$ cat config.mk
export PLATFORM = sky130hd
export DESIGN_NAME = cpc_counter
export DESIGN_NICKNAME = d
export VERILOG_FILES = /design/src/core/cpc_pkg.sv /design/src/core/cpc_point.sv /design/src/core/cpc_counter.sv
export SDC_FILE = /design/constraint.sdc
export NUM_CORES = 1
export LEC_CHECK = 0
export BUFFER_PORTS_ARGS = -buffer_cell sky130_fd_sc_hd__buf_2
export CAP_MARGIN = 20
export CORE_ASPECT_RATIO = 1.2
export CORE_MARGIN = 4
export CORE_UTILIZATION = 33
export DETAILED_ROUTE_END_ITERATION = 16
export GPL_TIMING_DRIVEN = 1
export HOLD_SLACK_MARGIN = 0.02
export SYNTH_ARGS = -nofsm -noshare
export SYNTH_HDL_FRONTEND = slang
export SYNTH_SLANG_ARGS = --single-unit
$ cat constraint.sdc
create_clock -name sys_clk -period 7 [get_ports sys_clk]
set_clock_uncertainty 0.1 [all_clocks]
set_input_delay 1.05 -clock sys_clk [delete_from_list [all_inputs] [get_ports sys_clk]]
set_output_delay 1.05 -clock sys_clk [all_outputs]
set_load 0.02 [all_outputs]
$ cat src/core/cpc_pkg.sv
// Constants, register map and carrier types of the counter preset and compare block.
// Assumes a single 25 MHz clock domain and a plain strobe register port.
package cpc_pkg;
  localparam int unsigned CPC_CNT_W = 32;
  localparam int unsigned CPC_ADDR_W = 8;
  localparam int unsigned CPC_DATA_W = 32;
  localparam int unsigned CPC_NPOINTS = 2;

  localparam logic [7:0] CPC_OFS_CTRL = 8'h00;
  localparam logic [7:0] CPC_OFS_PRESET = 8'h04;
  localparam logic [7:0] CPC_OFS_CMP1 = 8'h08;
  localparam logic [7:0] CPC_OFS_CMP2 = 8'h0c;
  localparam logic [7:0] CPC_OFS_COUNT_LOW = 8'h10;
  localparam logic [7:0] CPC_OFS_COUNT_HIGH = 8'h14;
  localparam logic [7:0] CPC_OFS_FLAGS = 8'h18;
  localparam logic [7:0] CPC_OFS_IRQ_STAT = 8'h1c;
  localparam logic [7:0] CPC_OFS_IRQ_MASK = 8'h20;

  // Control register fields.
  localparam int unsigned CPC_CTRL_COUNT_EN = 0;
  localparam int unsigned CPC_CTRL_PRESET = 1;
  localparam int unsigned CPC_CTRL_OUT_EN = 2;
  localparam int unsigned CPC_CTRL_RST1 = 3;
  localparam int unsigned CPC_CTRL_RST2 = 4;
  localparam int unsigned CPC_CTRL_EXT_CLR = 5;
  localparam int unsigned CPC_CTRL_W = 5;

  // Flag register fields: three bits per point, then the external request flag.
  localparam int unsigned CPC_FLG_BELOW = 0;
  localparam int unsigned CPC_FLG_MATCH = 1;
  localparam int unsigned CPC_FLG_ABOVE = 2;
  localparam int unsigned CPC_FLG_STRIDE = 3;
  localparam int unsigned CPC_FLG_EXT = 6;

  localparam logic [CPC_CTRL_W-1:0] CPC_CTRL_RST = 5'h00;
  localparam logic [31:0] CPC_WORD_RST = 32'h0000_0000;
  localparam logic [1:0] CPC_IRQ_RST = 2'h0;

  typedef struct packed {
    logic below;
    logic match;
    logic above;
  } cpc_flags_s;

  typedef struct packed {
    logic [CPC_ADDR_W-1:0] addr;
    logic [CPC_DATA_W-1:0] wdata;
    logic we;
    logic re;
  } cpc_bus_s;
endpackage : cpc_pkg

$ cat src/core/cpc_point.sv
// One comparison point: below, match and above flags and the gated match pin.
// Assumes count, compare value and commands come from logic on the same clock.
`timescale 1ns/1ps
`default_nettype none
module cpc_point (
  input wire logic sys_clk,
  input wire logic rst,
  input wire logic signed [cpc_pkg::CPC_CNT_W-1:0] count,
  input wire logic signed [cpc_pkg::CPC_CNT_W-1:0] cmp,
  input wire logic reset_cmd,
  input wire logic out_en,
  output cpc_pkg::cpc_flags_s flags,
  output logic match_pin,
  output logic match_rise
);
  import cpc_pkg::*;

  logic match_q;
  logic match_d;
  logic equal;
  logic pin_q;

  assign equal = (count == cmp);

  // The match flag latches and stays set after the count moves on, so a second
  // equality cannot produce a fresh edge until the reset command is pulsed.
  always_comb begin
    match_d = match_q;
    if (reset_cmd) begin
      match_d = 1'b0;
    end else if (equal) begin
      match_d = 1'b1;
    end
  end

  always_ff @(posedge sys_clk) begin
    if (rst) begin
      match_q <= 1'b0;
    end else begin
      match_q <= match_d;
    end
  end

  always_ff @(posedge sys_clk) begin
    if (rst) begin
      pin_q <= 1'b0;
    end else begin
      pin_q <= match_d & out_en;
    end
  end

  assign flags.below = (count < cmp);
  assign flags.above = (count > cmp);
  assign flags.match = match_q;
  assign match_pin = pin_q;
  assign match_rise = match_d & ~match_q;

  property p_below;
    @(posedge sys_clk) disable iff (rst) flags.below == (count < cmp);
  endproperty
  a_below: assert property (p_below) else $error("below flag wrong");

  property p_not_below;
    @(posedge sys_clk) disable iff (rst) (count >= cmp) |-> !flags.below;
  endproperty
  a_not_below: assert property (p_not_below) else $error("below flag set at or over");

  property p_above;
    @(posedge sys_clk) disable iff (rst) (count > cmp) |-> flags.above && !flags.below;
  endproperty
  a_above: assert property (p_above) else $error("above flag wrong");

  property p_one_of_three;
    @(posedge sys_clk) disable iff (rst) $onehot({flags.below, equal, flags.above});
  endproperty
  a_one_of_three: assert property (p_one_of_three) else $error("not exactly one");

  property p_match_set;
    @(posedge sys_clk) disable iff (rst) (equal && !reset_cmd) |=> match_q;
  endproperty
  a_match_set: assert property (p_match_set) else $error("match not set");

  property p_match_reset;
    @(posedge sys_clk) disable iff (rst) reset_cmd |=> !match_q ##0 !match_pin;
  endproperty
  a_match_reset: assert property (p_match_reset) else $error("reset ignored");

  property p_rearm;
    @(posedge sys_clk) disable iff (rst)
      ($fell(reset_cmd) && equal) |=> match_q;
  endproperty
  a_rearm: assert property (p_rearm) else $error("no rearm on release");

  property p_hold;
    @(posedge sys_clk) disable iff (rst) (match_q && !reset_cmd) |-> !match_rise ##1 match_q;
  endproperty
  a_hold: assert property (p_hold) else $error("match lost or refired");

  property p_pin_gate;
    @(posedge sys_clk) disable iff (rst) match_pin |-> $past(out_en) && match_q;
  endproperty
  a_pin_gate: assert property (p_pin_gate) else $error("pin not gated");

  c_reset_while_equal: cover property (@(posedge sys_clk) disable iff (rst)
    equal && match_q ##1 reset_cmd && equal ##1 !reset_cmd && equal);
endmodule : cpc_point
`default_nettype wire

$ cat src/core/cpc_counter.sv
// Counter channel with program preset and two compare points behind a strobe port.
// Assumes count and external request pins are asynchronous; the bus is on sys_clk.
//
// Notes on behaviour
// - Preset value write stores, count untouched.
// - Preset command rising edge loads the count.
// - Preset load ignores count enable state.
// - Compare write accepts any value.
// - Two independent points with own reset commands.
// - Below flag while count under compare.
// - Below flag clears at or above compare.
// - Equality sets match flag and output.
// - Output enable gates both match pins.
// - Reset command clears match flag and pin.
// - Reset clears even during ongoing equality.
// - Release during equality sets match again.
// - Above flag while count over compare.
// - Only new match edges signal; rearm needed.
// - Count is signed 32-bit full range.
// - External request flag blocks every preset.
//
// Decided for this implementation: the register addresses and the address-and-strobe port.
`timescale 1ns/1ps
`default_nettype none
module cpc_counter (
  input wire logic sys_clk,
  input wire logic rst,
  input wire logic [cpc_pkg::CPC_ADDR_W-1:0] bus_addr,
  input wire logic [cpc_pkg::CPC_DATA_W-1:0] bus_wdata,
  input wire logic bus_we,
  input wire logic bus_re,
  output logic [cpc_pkg::CPC_DATA_W-1:0] bus_rdata,
  input wire logic count_up_pin,
  input wire logic count_down_pin,
  input wire logic ext_preset_request_pin,
  output logic [cpc_pkg::CPC_NPOINTS-1:0] match_out,
  output logic irq
);
  import cpc_pkg::*;

  cpc_bus_s bus;
  assign bus.addr = bus_addr;
  assign bus.wdata = bus_wdata;
  assign bus.we = bus_we;
  assign bus.re = bus_re;

  function automatic logic hit_write(input cpc_bus_s b, input logic [CPC_ADDR_W-1:0] ofs);
    hit_write = b.we && (b.addr == ofs);
  endfunction : hit_write

  // Control register.
  logic [CPC_CTRL_W-1:0] ctrl_q;
  logic count_enable_cmd;
  logic program_preset_cmd;
  logic match_output_enable_cmd;
  logic [CPC_NPOINTS-1:0] match_reset_cmd;
  logic ext_clr_pulse;

  always_ff @(posedge sys_clk) begin
    if (rst) begin
      ctrl_q <= CPC_CTRL_RST;
    end else if (hit_write(bus, CPC_OFS_CTRL)) begin
      ctrl_q <= bus.wdata[CPC_CTRL_W-1:0];
    end
  end

  assign count_enable_cmd = ctrl_q[CPC_CTRL_COUNT_EN];
  assign program_preset_cmd = ctrl_q[CPC_CTRL_PRESET];
  assign match_output_enable_cmd = ctrl_q[CPC_CTRL_OUT_EN];
  assign match_reset_cmd = {ctrl_q[CPC_CTRL_RST2], ctrl_q[CPC_CTRL_RST1]};
  // The request clear is a write-one pulse, not a stored bit.
  assign ext_clr_pulse = hit_write(bus, CPC_OFS_CTRL) && bus.wdata[CPC_CTRL_EXT_CLR];

  // Preset holding value and compare points.
  logic signed [CPC_CNT_W-1:0] preset_q;
  logic signed [CPC_CNT_W-1:0] cmp_q [CPC_NPOINTS];

  always_ff @(posedge sys_clk) begin
    if (rst) begin
      preset_q <= CPC_WORD_RST;
    end else if (hit_write(bus, CPC_OFS_PRESET)) begin
      preset_q <= bus.wdata;
    end
  end

  always_ff @(posedge sys_clk) begin
    if (rst) begin
      cmp_q[0] <= CPC_WORD_RST;
      cmp_q[1] <= CPC_WORD_RST;
    end else begin
      if (hit_write(bus, CPC_OFS_CMP1)) begin
        cmp_q[0] <= bus.wdata;
      end
      if (hit_write(bus, CPC_OFS_CMP2)) begin
        cmp_q[1] <= bus.wdata;
      end
    end
  end

  // Pin synchronisers; edges are taken between the second and third stages.
  logic [2:0] up_sync_q;
  logic [2:0] down_sync_q;
  logic [2:0] ext_sync_q;

  always_ff @(posedge sys_clk) begin
    if (rst) begin
      up_sync_q <= 3'h0;
      down_sync_q <= 3'h0;
      ext_sync_q <= 3'h0;
    end else begin
      up_sync_q <= {up_sync_q[1:0], count_up_pin};
      down_sync_q <= {down_sync_q[1:0], count_down_pin};
      ext_sync_q <= {ext_sync_q[1:0], ext_preset_request_pin};
    end
  end

  logic up_step;
  logic down_step;
  logic ext_rise;
  assign up_step = up_sync_q[1] & ~up_sync_q[2];
  assign down_step = down_sync_q[1] & ~down_sync_q[2];
  assign ext_rise = ext_sync_q[1] & ~ext_sync_q[2];

  // External preset request flag; a new request wins over a clear in the same cycle.
  logic ext_preset_request_flag_q;

  always_ff @(posedge sys_clk) begin
    if (rst) begin
      ext_preset_request_flag_q <= 1'b0;
    end else if (ext_rise) begin
      ext_preset_request_flag_q <= 1'b1;
    end else if (ext_clr_pulse) begin
      ext_preset_request_flag_q <= 1'b0;
    end
  end

  // Program preset edge detection.
  logic preset_cmd_prev_q;
  logic preset_load;

  always_ff @(posedge sys_clk) begin
    if (rst) begin
      preset_cmd_prev_q <= 1'b0;
    end else begin
      preset_cmd_prev_q <= program_preset_cmd;
    end
  end

  assign preset_load = program_preset_cmd && !preset_cmd_prev_q
                       && !ext_preset_request_flag_q;

  // Current count. Simultaneous up and down steps cancel. The count wraps at the
  // signed limits because linear and ring limit handling is not part of this block.
  logic signed [CPC_CNT_W-1:0] count_q;

  always_ff @(posedge sys_clk) begin
    if (rst) begin
      count_q <= CPC_WORD_RST;
    end else if (preset_load) begin
      count_q <= preset_q;
    end else if (count_enable_cmd && (up_step != down_step)) begin
      count_q <= up_step ? count_q + 32'sd1 : count_q - 32'sd1;
    end
  end

  // Compare points.
  cpc_flags_s flags [CPC_NPOINTS];
  logic [CPC_NPOINTS-1:0] match_rise;

  for (genvar i = 0; i < CPC_NPOINTS; i++) begin : g_point
    cpc_point u_point (
      .sys_clk(sys_clk),
      .rst(rst),
      .count(count_q),
      .cmp(cmp_q[i]),
      .reset_cmd(match_reset_cmd[i]),
      .out_en(match_output_enable_cmd),
      .flags(flags[i]),
      .match_pin(match_out[i]),
      .match_rise(match_rise[i])
    );
  end

  // Interrupt status: sticky match events, cleared by reading; set wins.
  logic [CPC_NPOINTS-1:0] irq_stat_q;
  logic [CPC_NPOINTS-1:0] irq_mask_q;
  logic stat_read;
  assign stat_read = bus.re && (bus.addr == CPC_OFS_IRQ_STAT);

  always_ff @(posedge sys_clk) begin
    if (rst) begin
      irq_stat_q <= CPC_IRQ_RST;
    end else begin
      irq_stat_q <= (stat_read ? CPC_IRQ_RST : irq_stat_q) | match_rise;
    end
  end

  always_ff @(posedge sys_clk) begin
    if (rst) begin
      irq_mask_q <= CPC_IRQ_RST;
    end else if (hit_write(bus, CPC_OFS_IRQ_MASK)) begin
      irq_mask_q <= bus.wdata[CPC_NPOINTS-1:0];
    end
  end

  assign irq = |(irq_stat_q & irq_mask_q);

  // Read data, valid only in the cycle after the read strobe.
  logic [CPC_DATA_W-1:0] rdata_d;
  logic [CPC_DATA_W-1:0] rdata_q;

  always_comb begin
    rdata_d = CPC_WORD_RST;
    case (bus.addr)
      CPC_OFS_CTRL: rdata_d[CPC_CTRL_W-1:0] = ctrl_q;
      CPC_OFS_PRESET: rdata_d = preset_q;
      CPC_OFS_CMP1: rdata_d = cmp_q[0];
      CPC_OFS_CMP2: rdata_d = cmp_q[1];
      CPC_OFS_COUNT_LOW: rdata_d[15:0] = count_q[15:0];
      CPC_OFS_COUNT_HIGH: rdata_d[15:0] = count_q[31:16];
      CPC_OFS_FLAGS: begin
        rdata_d[CPC_FLG_BELOW] = flags[0].below;
        rdata_d[CPC_FLG_MATCH] = flags[0].match;
        rdata_d[CPC_FLG_ABOVE] = flags[0].above;
        rdata_d[CPC_FLG_STRIDE+CPC_FLG_BELOW] = flags[1].below;
        rdata_d[CPC_FLG_STRIDE+CPC_FLG_MATCH] = flags[1].match;
        rdata_d[CPC_FLG_STRIDE+CPC_FLG_ABOVE] = flags[1].above;
        rdata_d[CPC_FLG_EXT] = ext_preset_request_flag_q;
      end
      CPC_OFS_IRQ_STAT: rdata_d[CPC_NPOINTS-1:0] = irq_stat_q;
      CPC_OFS_IRQ_MASK: rdata_d[CPC_NPOINTS-1:0] = irq_mask_q;
      default: rdata_d = CPC_WORD_RST;
    endcase
  end

  always_ff @(posedge sys_clk) begin
    if (rst) begin
      rdata_q <= CPC_WORD_RST;
    end else if (bus.re) begin
      rdata_q <= rdata_d;
    end else begin
      rdata_q <= CPC_WORD_RST;
    end
  end

  assign bus_rdata = rdata_q;

  property p_preset_load;
    @(posedge sys_clk) disable iff (rst)
      (program_preset_cmd && !preset_cmd_prev_q && !ext_preset_request_flag_q)
      |=> count_q == $past(preset_q);
  endproperty
  a_preset_load: assert property (p_preset_load) else $error("preset not loaded");

  property p_preset_any_enable;
    @(posedge sys_clk) disable iff (rst)
      (!count_enable_cmd && $rose(program_preset_cmd) && !ext_preset_request_flag_q)
      |=> count_q == $past(preset_q);
  endproperty
  a_preset_any_enable: assert property (p_preset_any_enable) else $error("preset gated");

  property p_preset_store_only;
    @(posedge sys_clk) disable iff (rst)
      (hit_write(bus, CPC_OFS_PRESET) && !preset_load && !count_enable_cmd)
      |=> preset_q == $past(bus.wdata) && $stable(count_q);
  endproperty
  a_preset_store_only: assert property (p_preset_store_only) else $error("preset write bad");

  property p_cmp_write;
    @(posedge sys_clk) disable iff (rst)
      hit_write(bus, CPC_OFS_CMP2) |=> cmp_q[1] == $past(bus.wdata);
  endproperty
  a_cmp_write: assert property (p_cmp_write) else $error("compare write lost");

  property p_ext_block;
    @(posedge sys_clk) disable iff (rst)
      (ext_preset_request_flag_q && !count_enable_cmd) |=> $stable(count_q);
  endproperty
  a_ext_block: assert property (p_ext_block) else $error("preset while blocked");

  property p_count_step;
    @(posedge sys_clk) disable iff (rst)
      (count_enable_cmd && up_step && !down_step && !preset_load)
      |=> count_q == $past(count_q) + 32'sd1;
  endproperty
  a_count_step: assert property (p_count_step) else $error("count step wrong");

  property p_points_independent;
    @(posedge sys_clk) disable iff (rst)
      (match_reset_cmd == 2'h1 && flags[1].match) |=> flags[1].match && !flags[0].match;
  endproperty
  a_points_independent: assert property (p_points_independent) else $error("points coupled");

  property p_irq_level;
    @(posedge sys_clk) disable iff (rst) match_rise[0] && irq_mask_q[0] |=> irq;
  endproperty
  a_irq_level: assert property (p_irq_level) else $error("irq missing");

  property p_preset_counting;
    @(posedge sys_clk) disable iff (rst)
      (count_enable_cmd && preset_load) |=> count_q == $past(preset_q);
  endproperty
  a_preset_counting: assert property (p_preset_counting) else $error("preset lost");

  property p_count_down;
    @(posedge sys_clk) disable iff (rst)
      (count_enable_cmd && down_step && !up_step && !preset_load)
      |=> count_q == $past(count_q) - 32'sd1;
  endproperty
  a_count_down: assert property (p_count_down) else $error("count down wrong");

  property p_count_hold;
    @(posedge sys_clk) disable iff (rst)
      (!count_enable_cmd && !preset_load) |=> $stable(count_q);
  endproperty
  a_count_hold: assert property (p_count_hold) else $error("count moved while disabled");

  property p_ext_set;
    @(posedge sys_clk) disable iff (rst) ext_rise |=> ext_preset_request_flag_q;
  endproperty
  a_ext_set: assert property (p_ext_set) else $error("request flag not set");

  property p_ext_sticky;
    @(posedge sys_clk) disable iff (rst)
      (ext_preset_request_flag_q && !ext_clr_pulse) |=> ext_preset_request_flag_q;
  endproperty
  a_ext_sticky: assert property (p_ext_sticky) else $error("request flag dropped");

  property p_ext_clear;
    @(posedge sys_clk) disable iff (rst)
      (ext_clr_pulse && !ext_rise) |=> !ext_preset_request_flag_q;
  endproperty
  a_ext_clear: assert property (p_ext_clear) else $error("request flag kept");

  property p_out_gate;
    @(posedge sys_clk) disable iff (rst) !match_output_enable_cmd |=> match_out == 2'h0;
  endproperty
  a_out_gate: assert property (p_out_gate) else $error("pins not gated");

  property p_stat_set_wins;
    @(posedge sys_clk) disable iff (rst) (stat_read && match_rise[0]) |=> irq_stat_q[0];
  endproperty
  a_stat_set_wins: assert property (p_stat_set_wins) else $error("event lost on read");

  property p_stat_clear;
    @(posedge sys_clk) disable iff (rst)
      (stat_read && match_rise == CPC_IRQ_RST) |=> irq_stat_q == CPC_IRQ_RST;
  endproperty
  a_stat_clear: assert property (p_stat_clear) else $error("status not cleared");

  property p_rdata_idle;
    @(posedge sys_clk) disable iff (rst) !bus.re |=> bus_rdata == CPC_WORD_RST;
  endproperty
  a_rdata_idle: assert property (p_rdata_idle) else $error("read data not idle");

  c_preset: cover property (@(posedge sys_clk) disable iff (rst) preset_load);
  c_blocked: cover property (@(posedge sys_clk) disable iff (rst)
    ext_preset_request_flag_q && $rose(program_preset_cmd));
  c_pin: cover property (@(posedge sys_clk) disable iff (rst) match_out[0] ##1 !match_out[0]);
  c_both: cover property (@(posedge sys_clk) disable iff (rst) &match_out);
endmodule : cpc_counter
`default_nettype wire

; Word-level counts from Yosys, hierarchy flattened
; Memory sizes are Yosys's and may differ from the RTL's.
; Index checks and enable logic that the tools add are counted.
[totals]
register_bits = 120
latch_bits = 0
ramBits = 64
romBits = 0
output_inout_bits = 35
elab_cells = 92
mem_count = 1
[mem_list]
columns = name, words, width, read_ports, rd_clocked_by_memory_dff, write_ports, line_no
row1 = cmp_q, 2, 32, 2, 0, 2, cpc_counter.sv:76  ; logic signed [CPC_CNT_W-1:0] cmp_q [CPC_NPOINTS];
[classes]
n_addsub = 2
n_mul = 0
n_div = 0
magnitude_cmp = 4
eq_ne = 11
shifts = 0
n_mux = 25
n_bitwise = 17
n_reduce_logical = 17
[ops]
columns = op, count
row1 = $mux W32, 5
row2 = $eq A32 B32 Y1, 2
row3 = $gt A32 B32 Y1, 2
row4 = $lt A32 B32 Y1, 2
row5 = $pmux W16 S3, 1
row6 = $pmux W9 S5, 1
row7 = $add A32 B2 Y32 const B, 1
row8 = $eq A8 B5 Y1 const B, 4
row9 = $sub A32 B2 Y32 const B, 1
row10 = $pmux W3 S7, 1
row11 = $pmux W2 S9, 1
row12 = $eq A8 B4 Y1 const B, 2
row13 = $mux W1, 14
row14 = $pmux W2 S6, 1
row15 = $logic_and A1 B1 Y1, 10
row16 = $eq A8 B3 Y1 const B, 1
row17 = $eq A8 B6 Y1 const B, 1
row18 = $logic_not A8 Y1, 1
row19 = $and A1 B1 Y1, 7
row20 = $not A1 Y1, 6
row21 = $reduce_bool A2 Y1, 2
row22 = $reduce_or A2 Y1, 2
row23 = $and A2 B2 Y2, 1
row24 = $logic_not A1 Y1, 2
row25 = 4 further kinds, 5

; Logic depth before layout (Yosys ltp)
; Gate-level depths: netlist of run 1.
[logic_depth]
word_depth = 6
mapped_depth = 12

; Hierarchy
; A second synthesis of run 1 with hierarchy kept.
[unflattened]
cells_unflattened = 1190
hier_area_um2 = 10837.9
[by_module_without_submodules]
columns = mod, n_inst, cells_per_inst, area_per_inst_um2
row1 = cpc_counter, 1, 950, 8973.6
row2 = cpc_point, 2, 120, 932.1

; Least setup slack after synthesis of run 1
; No wires, ideal clock.
[synth_timing]
kind = input to register
startpoint = input port bus_addr[5] (netlist name)
endpoint = memory cmp_q[0][0], enable pin
setup_ns = 0.428
t_arrival_ns = 3.498
t_required_ns = 6.472
path_slack_ns = 2.974
path_stages = 6
path_buffers = 0
path_cell_list = nor3_2 -> and2_1 -> nand2_1 -> nor2_1 -> nand2_1 -> o21bai_1
[synth_rtl]
columns = element, line_no
row1 = from (decl), cpc_counter.sv:28  ; input wire logic [cpc_pkg::CPC_ADDR_W-1:0] bus_addr,
row2 = to (decl), cpc_counter.sv:76

; Worst setup path after layout of run 1
[layout_timing]
startpoint = register up_sync_q[2]
endpoint = register count_q[27]
[layout_via]
elab_chain_len = 5
[layout_lines]
columns = element, line_no
row1 = from (decl), cpc_counter.sv:101  ; logic [2:0] up_sync_q;
row2 = from (signal assigned), cpc_counter.sv:111  ; up_sync_q <= {up_sync_q[1:0], count_up_pin};
row3 = $not A1 Y1 (*), cpc_counter.sv:120  ; assign up_step = up_sync_q[1] & ~up_sync_q[2];
row4 = $and A1 B1 Y1 (*), cpc_counter.sv:120
row5 = $mux W32 or $ne A1 B1 Y1 (tied branches), "cpc_counter.sv:162, cpc_counter.sv:161"
row6 = $mux W32 or $logic_and A1 B1 Y1 (tied branches), cpc_counter.sv:161  ; end else if (count_enable_cmd && (up_step != down_step)) begin
row7 = $mux W32 or $reduce_bool A2 Y1 (tied branches), -
row8 = to (signal assigned), cpc_counter.sv:160  ; count_q <= preset_q;
row9 = to (signal assigned), cpc_counter.sv:162  ; count_q <= up_step ? count_q + 32'sd1 : count_q - 32'sd1;
row10 = to (decl), cpc_counter.sv:154  ; logic signed [CPC_CNT_W-1:0] count_q;
; Mark *: on every way between the ends. The rest lies on a longest branch, timed or not. The select of a mux whose other input is x is not followed.
; A chain may end at the register's enable or synchronous reset.

==> results.toml, run 1 <==
[status]
status = "finished, final reports clean"

[placed_design]
dp_hpwl_um = 24500
placed_area_um2 = 11300
io_buffers = 81
gp_congestion = 0.911

[routing]
vias = 9269
wire_per_inst_um = 20.0
drc = 0
viasPerCell = 5.59
drt-initial-drc-count = 859
drtPass1Iterations = 6
drt-total-wl_um = 33100
ant_nets = 0

[yosys]
async_reset_ff_frac = 0
synth_nets = 1340
synth_edf_count = 64
synth_top_area_cell = "dfxtp_1"
ys_ff_latch = 184
synth_cells = 1198
synthFlopType = "dfxtp_1"
syn_avg_cell_area_um2 = 8.83
synth_top_area_frac = 0.227
yosysUniqueCellTypes = 71
synth_area_um2 = 10600
ys_warn_count = 0
synthTopCellsByArea = "dfxtp_1 (23%), edfxtp_1 (18%), ha_1 (11%)"
ys_seq_area_frac = 0.409

[critical_path]
crit_chain = "nand2b_1 -> buf_4 -> ha_1 -> a211oi_1 -> o211ai_1 -> a211oi_1 -> o21ai_1 -> a31oi_1 -> o21ai_1 -> xnor2_1 -> o22ai_1"
slowest_stage = "a211oi_1"
path_delay_family = "compound AO/OA/AOI/OAI gates"
crit_arrival_ns = 3.88
crit_path_max_incr_delay_ns = 0.52
startpoint_type = "flop"
crit_type = "reg -> reg"
cp.required_ns = 7.18
crit_fanout = 37
worst-path-buf-inv = 1
cp-end-kind = "flop"
rrSetupSlack_ns = 3.31

[clocking]
cts.root.buffer_cell = "clkbuf_16"
post-cts-setup-buffers = 0
cts_hold_buf = 0
cts_buffer_depth = 2
cts_num_sinks = 184
cts.htree.levels = 4
cts.clk_slew.worst_paths_ns = 0.07
cts_buffers = 17
insertion_delay_ns = 0.43
cts_tree = "done"
cts_resized = 0

[sta]
tightest_slew_ns = 1.09
max_freq_mhz = 271
drv_slew = 0
max_slew_margin = 0.276
fin_tns_setup_ns = 0
rsz0062_at_grt = "no"
min_period_ns = 3.69
finalCritPeriodShare = 0.527
setup_viol = 0
final_hold_viol_count = 0

[run]
cap_violations = 0

[die]
die_w_um = 171
io-pin-count = 82
rows = 71
start_util = 0.336
design.core.area_um2 = 31400
die-area_um2 = 35000
die_height_um = 204

[final_layout]
syn2layout_area_growth_pct = 12.8
postLayoutCellArea_um2 = 11900
layout.nets = 1385
fill_cells = 3229
regArea_um2 = 4320
multiInputGateArea_um2 = 5720
antenna_cells = 0
drive_gt1_frac = 0.119

[worst_hold_path]
min_path_type = "reg -> reg"

[grt]
grt_pass1_wl_um = 50800
grt_util_all_layers = 0.187
grt_max_degree = 82
overflow = 0
grt_pass1_vias = 9015
antenna_found_initial = 1

[power]
power.leakage_nw = 5.03
p_total_w = 0.00225
ir_drop_v = 0.000165
power.density_nw_per_um2 = 189
worst paths after layout:
check                                             start                        to  cells past startpoint
worst max register to register  up_sync_q[2]$_SDFF_PP0_  count_q[27]$_SDFFE_PP0P_                     11
worst min-delay path            up_sync_q[0]$_SDFF_PP0_   up_sync_q[1]$_SDFF_PP0_                      1
worst max-delay path            up_sync_q[2]$_SDFF_PP0_  count_q[27]$_SDFFE_PP0P_                     11
worst min register to register  up_sync_q[0]$_SDFF_PP0_   up_sync_q[1]$_SDFF_PP0_                      1
worst register-to-register path: cells and delay by family (launching register included):
| kind | cells | cell delay, ns |
|---|---|---|
| flops | 1 | 0.30 |
| buf+inv | 1 | 0.43 |
| xor+xnor | 1 | 0.19 |
| fa+ha+maj | 1 | 0.37 |
| simple gates | 1 | 0.09 |
| compound gates | 7 | 2.05 |
metal layers:
metal / GRT usage / routed length, um / part of all wire
met5: 0 / 13 / 0.00039
met4: 0.0685 / 1150 / 0.035
met3: 0.0257 / 1670 / 0.050
met2: 0.314 / 15900 / 0.48
met1: 0.243 / 14500 / 0.44
cell type report:
| type | instances | share of cell area |
|---|---|---|
| Clock buffer | 20 | 0.0366 |
| Clock inverter | 12 | 0.0107 |
| Inverter | 75 | 0.0236 |
| Multi-Input combinational cell | 871 | 0.479 |
| Sequential cell | 184 | 0.363 |
| Tap cell | 401 | 0.0421 |
| Timing Repair Buffer | 94 | 0.0451 |
Yosys cell counts, drive strengths merged (4+ instances only):
library cell	n
a211oi	31
a31oi	9
nand3	25
a22oi	21
nand4	13
mux2i	12
nand2	149
or3	4
and3	12
nor2	82
a21o	29
xor2	11
nor3	24
buf	6
a21oi	111
a2111oi	6
nor2b	22
inv	75
a222oi	11
dfxtp	120
o21ai	53
o22ai	9
edfxtp	64
ha	94
clkbuf	61
a221oi	12
o211ai	8
nand2b	9
and2	37
xnor2	10
o21a	6
o21bai	7
mux2	6
a311oi	8
cells by family after synthesis:
| kind of cell | count (synthesis) | synth area share |
|---|---|---|
| XOR/XNOR | 21 | 0.0174 |
| AO/OA/AOI/OAI | 344 | 0.215 |
| buffers and inverters | 143 | 0.0528 |
| multiplexers | 18 | 0.0177 |
| flip-flops | 184 | 0.409 |
| AND/OR/NAND/NOR | 393 | 0.175 |
| adder cells (fa/ha/maj) | 95 | 0.113 |
power by group:
part / total (W) / internal [W] / switching, W
clock: 0.000951 / 0.000526 / 0.000425
combinational: 0.000161 / 0.0000553 / 0.000106
sequential: 0.00114 / 0.00113 / 0.0000126
cells in the final DEF (no fill, tap or decap), types with 4 or more instances in the layout:
cell type,netlist,layout
nand2_1,149,149
dfxtp_1,120,120
a21oi_1,110,110
ha_1,94,94
buf_2,1,80
nor2_1,81,78
inv_1,75,75
edfxtp_1,64,64
o21ai_0,51,51
and2_1,37,37
a211oi_1,31,31
a21o_1,26,26
nand3_1,25,25
nor3_1,23,23
nor2b_1,22,22
a22oi_1,21,21
clkbuf_16,0,17
nand4_1,13,13
and3_1,12,12
mux2i_1,12,12
buf_4,2,12
a222oi_1,11,11
a221oi_1,11,11
xor2_1,11,11
xnor2_1,10,10
nand2b_1,9,9
o22ai_1,9,9
a31oi_1,9,9
a311oi_1,8,8
o211ai_1,8,8
mux2_2,6,6
a2111oi_0,6,6
o21bai_1,7,6
o21a_1,5,5
nor2_2,1,4
metrics by stage:
step / worst slack (ns) / hold WS [ns] / util / instances
finish: 3.31 / 0.344 / 0.379 / 1657
floorplan: 2.97 / 0.314 / - / 1198
detailed placement: 2.56 / 0.333 / 0.361 / 1624
global placement: 2.58 / 0.322 / 0.360 / 1623
global route: 3.01 / 0.364 / 0.379 / 1657
CTS: 3.01 / 0.351 / 0.379 / 1656
registers in the layout (all words and copies together) (netlist names):
name,flops
g_point.u_point.match_pin,2
up_sync_q,3
ext_preset_request_flag_q,1
ctrl_q,5
cmp_q,64
down_sync_q,3
preset_q,32
preset_cmd_prev_q,1
g_point.u_point.match_q,2
irq_mask_q,2
irq_stat_q,2
bus_rdata,32
count_q,32
ext_sync_q,3
Power figures use the tool's default switching activity.
==> run 2, diff against run 1 <==
- clock period: 7 -> 3.5 ns (I/O delays scaled with it)
==> run 2 against run 1 <==
  * Non-clock buffer count grew 16
  * Fmax up 15%
  * Via count rose by 0.59%
  * Die area is the same
  * Sequential share of layout area decreased by 0.52 points
  * Sequential power is 99% higher
  * Largest cell class unchanged
==> results.toml, run 2 (synthesis results as in run 1) <==
[critical_path]
cp_common_cell = "o21ai_1"
crit_chain = "nand2b_1 -> buf_4 -> ha_1 -> nand4_1 -> a21oi_1 -> a211oi_1 -> o21ai_1 -> a31oi_1 -> o21ai_1 -> o31a_1 -> o22ai_1"
reg2reg_to = "count_q[31]$_SDFFE_PP0P_"
rr_worst_depth = 11
crit_fanout = 8
startpoint_type = "flop"
timing.rr.start = "up_sync_q[2]$_SDFF_PP0_"
rrSetupSlack_ns = 0.28
crit_arrival_ns = 3.43
crit_type = "reg -> reg"
cp.required_ns = 3.71
crit_path_max_incr_delay_ns = 0.41
cp-end-kind = "flop"
crit_path_end = "count_q[31]$_SDFFE_PP0P_"
slowest_stage = "ha_1"
setup.worst_path.start = "up_sync_q[2]$_SDFF_PP0_"

[final_layout]
regMostFlops = "cmp_q"
drive_gt1_frac = 0.133
layout.nets = 1401
fin_cells = 1673
largest_reg_flops = 64
final_cell_mix = "nand2_1 (149), dfxtp_1 (120), a21oi_1 (110)"
syn2layout_area_growth_pct = 14.4
fill_cells = 3225
antenna_cells = 0
final_common_cell = "nand2_1"

[die]
start_util = 0.336
die_w_um = 171
die_height_um = 204
die-area_um2 = 35000
rows = 71
io-pin-count = 82
design.core.area_um2 = 31400

[routing]
drc = 0
ant_nets = 0
wire_per_inst_um = 19.9
drt-total-wl_um = 33200
drtPass1Iterations = 7
vias = 9324
drt-initial-drc-count = 646
viasPerCell = 5.57

[power]
netSwitchingPower_w = 0.00122
power_frac_seq = 0.491
p_clk_frac = 0.437
ir_drop_v = 0.000216
p_comb_frac = 0.071
intPower_w = 0.00340
swShare = 0.265
power.leakage_nw = 5.14
power.density_nw_per_um2 = 382

[sta]
final_hold_viol_count = 0
drv_slew = 0
tightest_slew_ns = 0.797
rsz0062_at_grt = "no"
max_slew_margin = 0.469
fin_tns_setup_ns = 0
max_freq_mhz = 310
min_period_ns = 3.22
setup_viol = 0
finalCritPeriodShare = 0.920

[placed_design]
gp_congestion = 0.868
io_buffers = 81
dp.cells = 1641
dp_hpwl_um = 24900

[clocking]
cts_buffers = 17
cts_hold_buf = 0
insertion_delay_ns = 0.45
cts_buffer_depth = 2
cts.clk_slew.worst_paths_ns = 0.07
cts.htree.levels = 4
cts_resized = 0
post-cts-setup-buffers = 0
cts_tree = "done"
cts.root.buffer_cell = "clkbuf_16"
cts_num_sinks = 184

[grt]
antenna_found_initial = 0
grt_pass1_vias = 9252
grt_pass1_wl_um = 52200
grt_util_all_layers = 0.191
overflow = 0
grt_max_degree = 41

[worst_hold_path]
min_path_type = "in -> reg"

[run]
cap_violations = 0

[status]
status = "finished, final reports clean"
[run 2: cell types whose count changed in the layout (fill, tap and decap cells not counted), sizes merged]
| cell | previous run | this run |
|---|---|---|
| buf | 94 | 110 |
| inv | 77 | 81 |
| clkbuf | 20 | 17 |
| clkinv | 5 | 7 |
| clkinvlp | 3 | 1 |
| bufinv | 2 | 1 |
[run 2: power groups by stage]
stage / clock (W) / sequential, W / combinational [W]
after floorplan: 0 / 0.00232 / 0.000205
after global placement: 0 / 0.00232 / 0.000323
after detailed placement: 0 / 0.00232 / 0.000326
after CTS: 0.00205 / 0.00227 / 0.000327
after global routing: 0.00213 / 0.00228 / 0.000368
final: 0.00202 / 0.00227 / 0.000330
[run 2: layer usage]
metal | wire length, um | share of wire | GRT usage | vias up
met2 | 15900 | 0.48 | 0.316 | 271
met1 | 14400 | 0.43 | 0.253 | 4522
met5 | 0 | 0 | 0 | -
li1 | - | - | - | 4471
met4 | 1020 | 0.031 | 0.0671 | 0
met3 | 1890 | 0.057 | 0.0292 | 60
[run 2: final cells by class]
type,instances,area [um2],area share
clock inverter,15,199,0.0164
timing repair buffer,110,651,0.0538
multi-input combinational,871,5720,0.473
inverter,75,282,0.0233
tap,401,502,0.0415
sequential,184,4320,0.357
clock buffer,17,425,0.0352
[run 2: worst max-delay path, delay by kind of cell, from the launching register on]
family | cells | cell delay, ns
buffers and inverters | 1 | 0.26
adder cells (fa/ha/maj) | 1 | 0.41
flip-flops | 1 | 0.30
AO/OA/AOI/OAI | 7 | 1.56
AND/OR/NAND/NOR | 2 | 0.45
[run 2: worst min path at each step]
stage	slack [ns]	to	cells past startpoint	startpoint
3_5_place_dp	0.32	down_sync_q[1]$_SDFF_PP0_	1	down_sync_q[0]$_SDFF_PP0_
3_3_place_gp	0.33	down_sync_q[1]$_SDFF_PP0_	1	down_sync_q[0]$_SDFF_PP0_
4_1_cts	0.18	down_sync_q[0]$_SDFF_PP0_	2	count_down_pin
5_1_grt	0.20	down_sync_q[0]$_SDFF_PP0_	2	count_down_pin
6_report	0.19	down_sync_q[0]$_SDFF_PP0_	2	count_down_pin
2_1_floorplan	0.31	down_sync_q[1]$_SDFF_PP0_	1	down_sync_q[0]$_SDFF_PP0_
[run 2: metrics by stage]
step	hold slack, ns	area (um2)	util	total power (W)	worst slack (ns)
after floorplan	0.314	10600	-	0.00252	0.271
after CTS	0.179	12100	0.385	0.00465	0.317
after detailed placement	0.325	11500	0.365	0.00265	0.350
final	0.190	12100	0.385	0.00463	0.279
after global placement	0.328	11500	0.365	0.00265	0.385
after global routing	0.198	12100	0.385	0.00478	0.00803
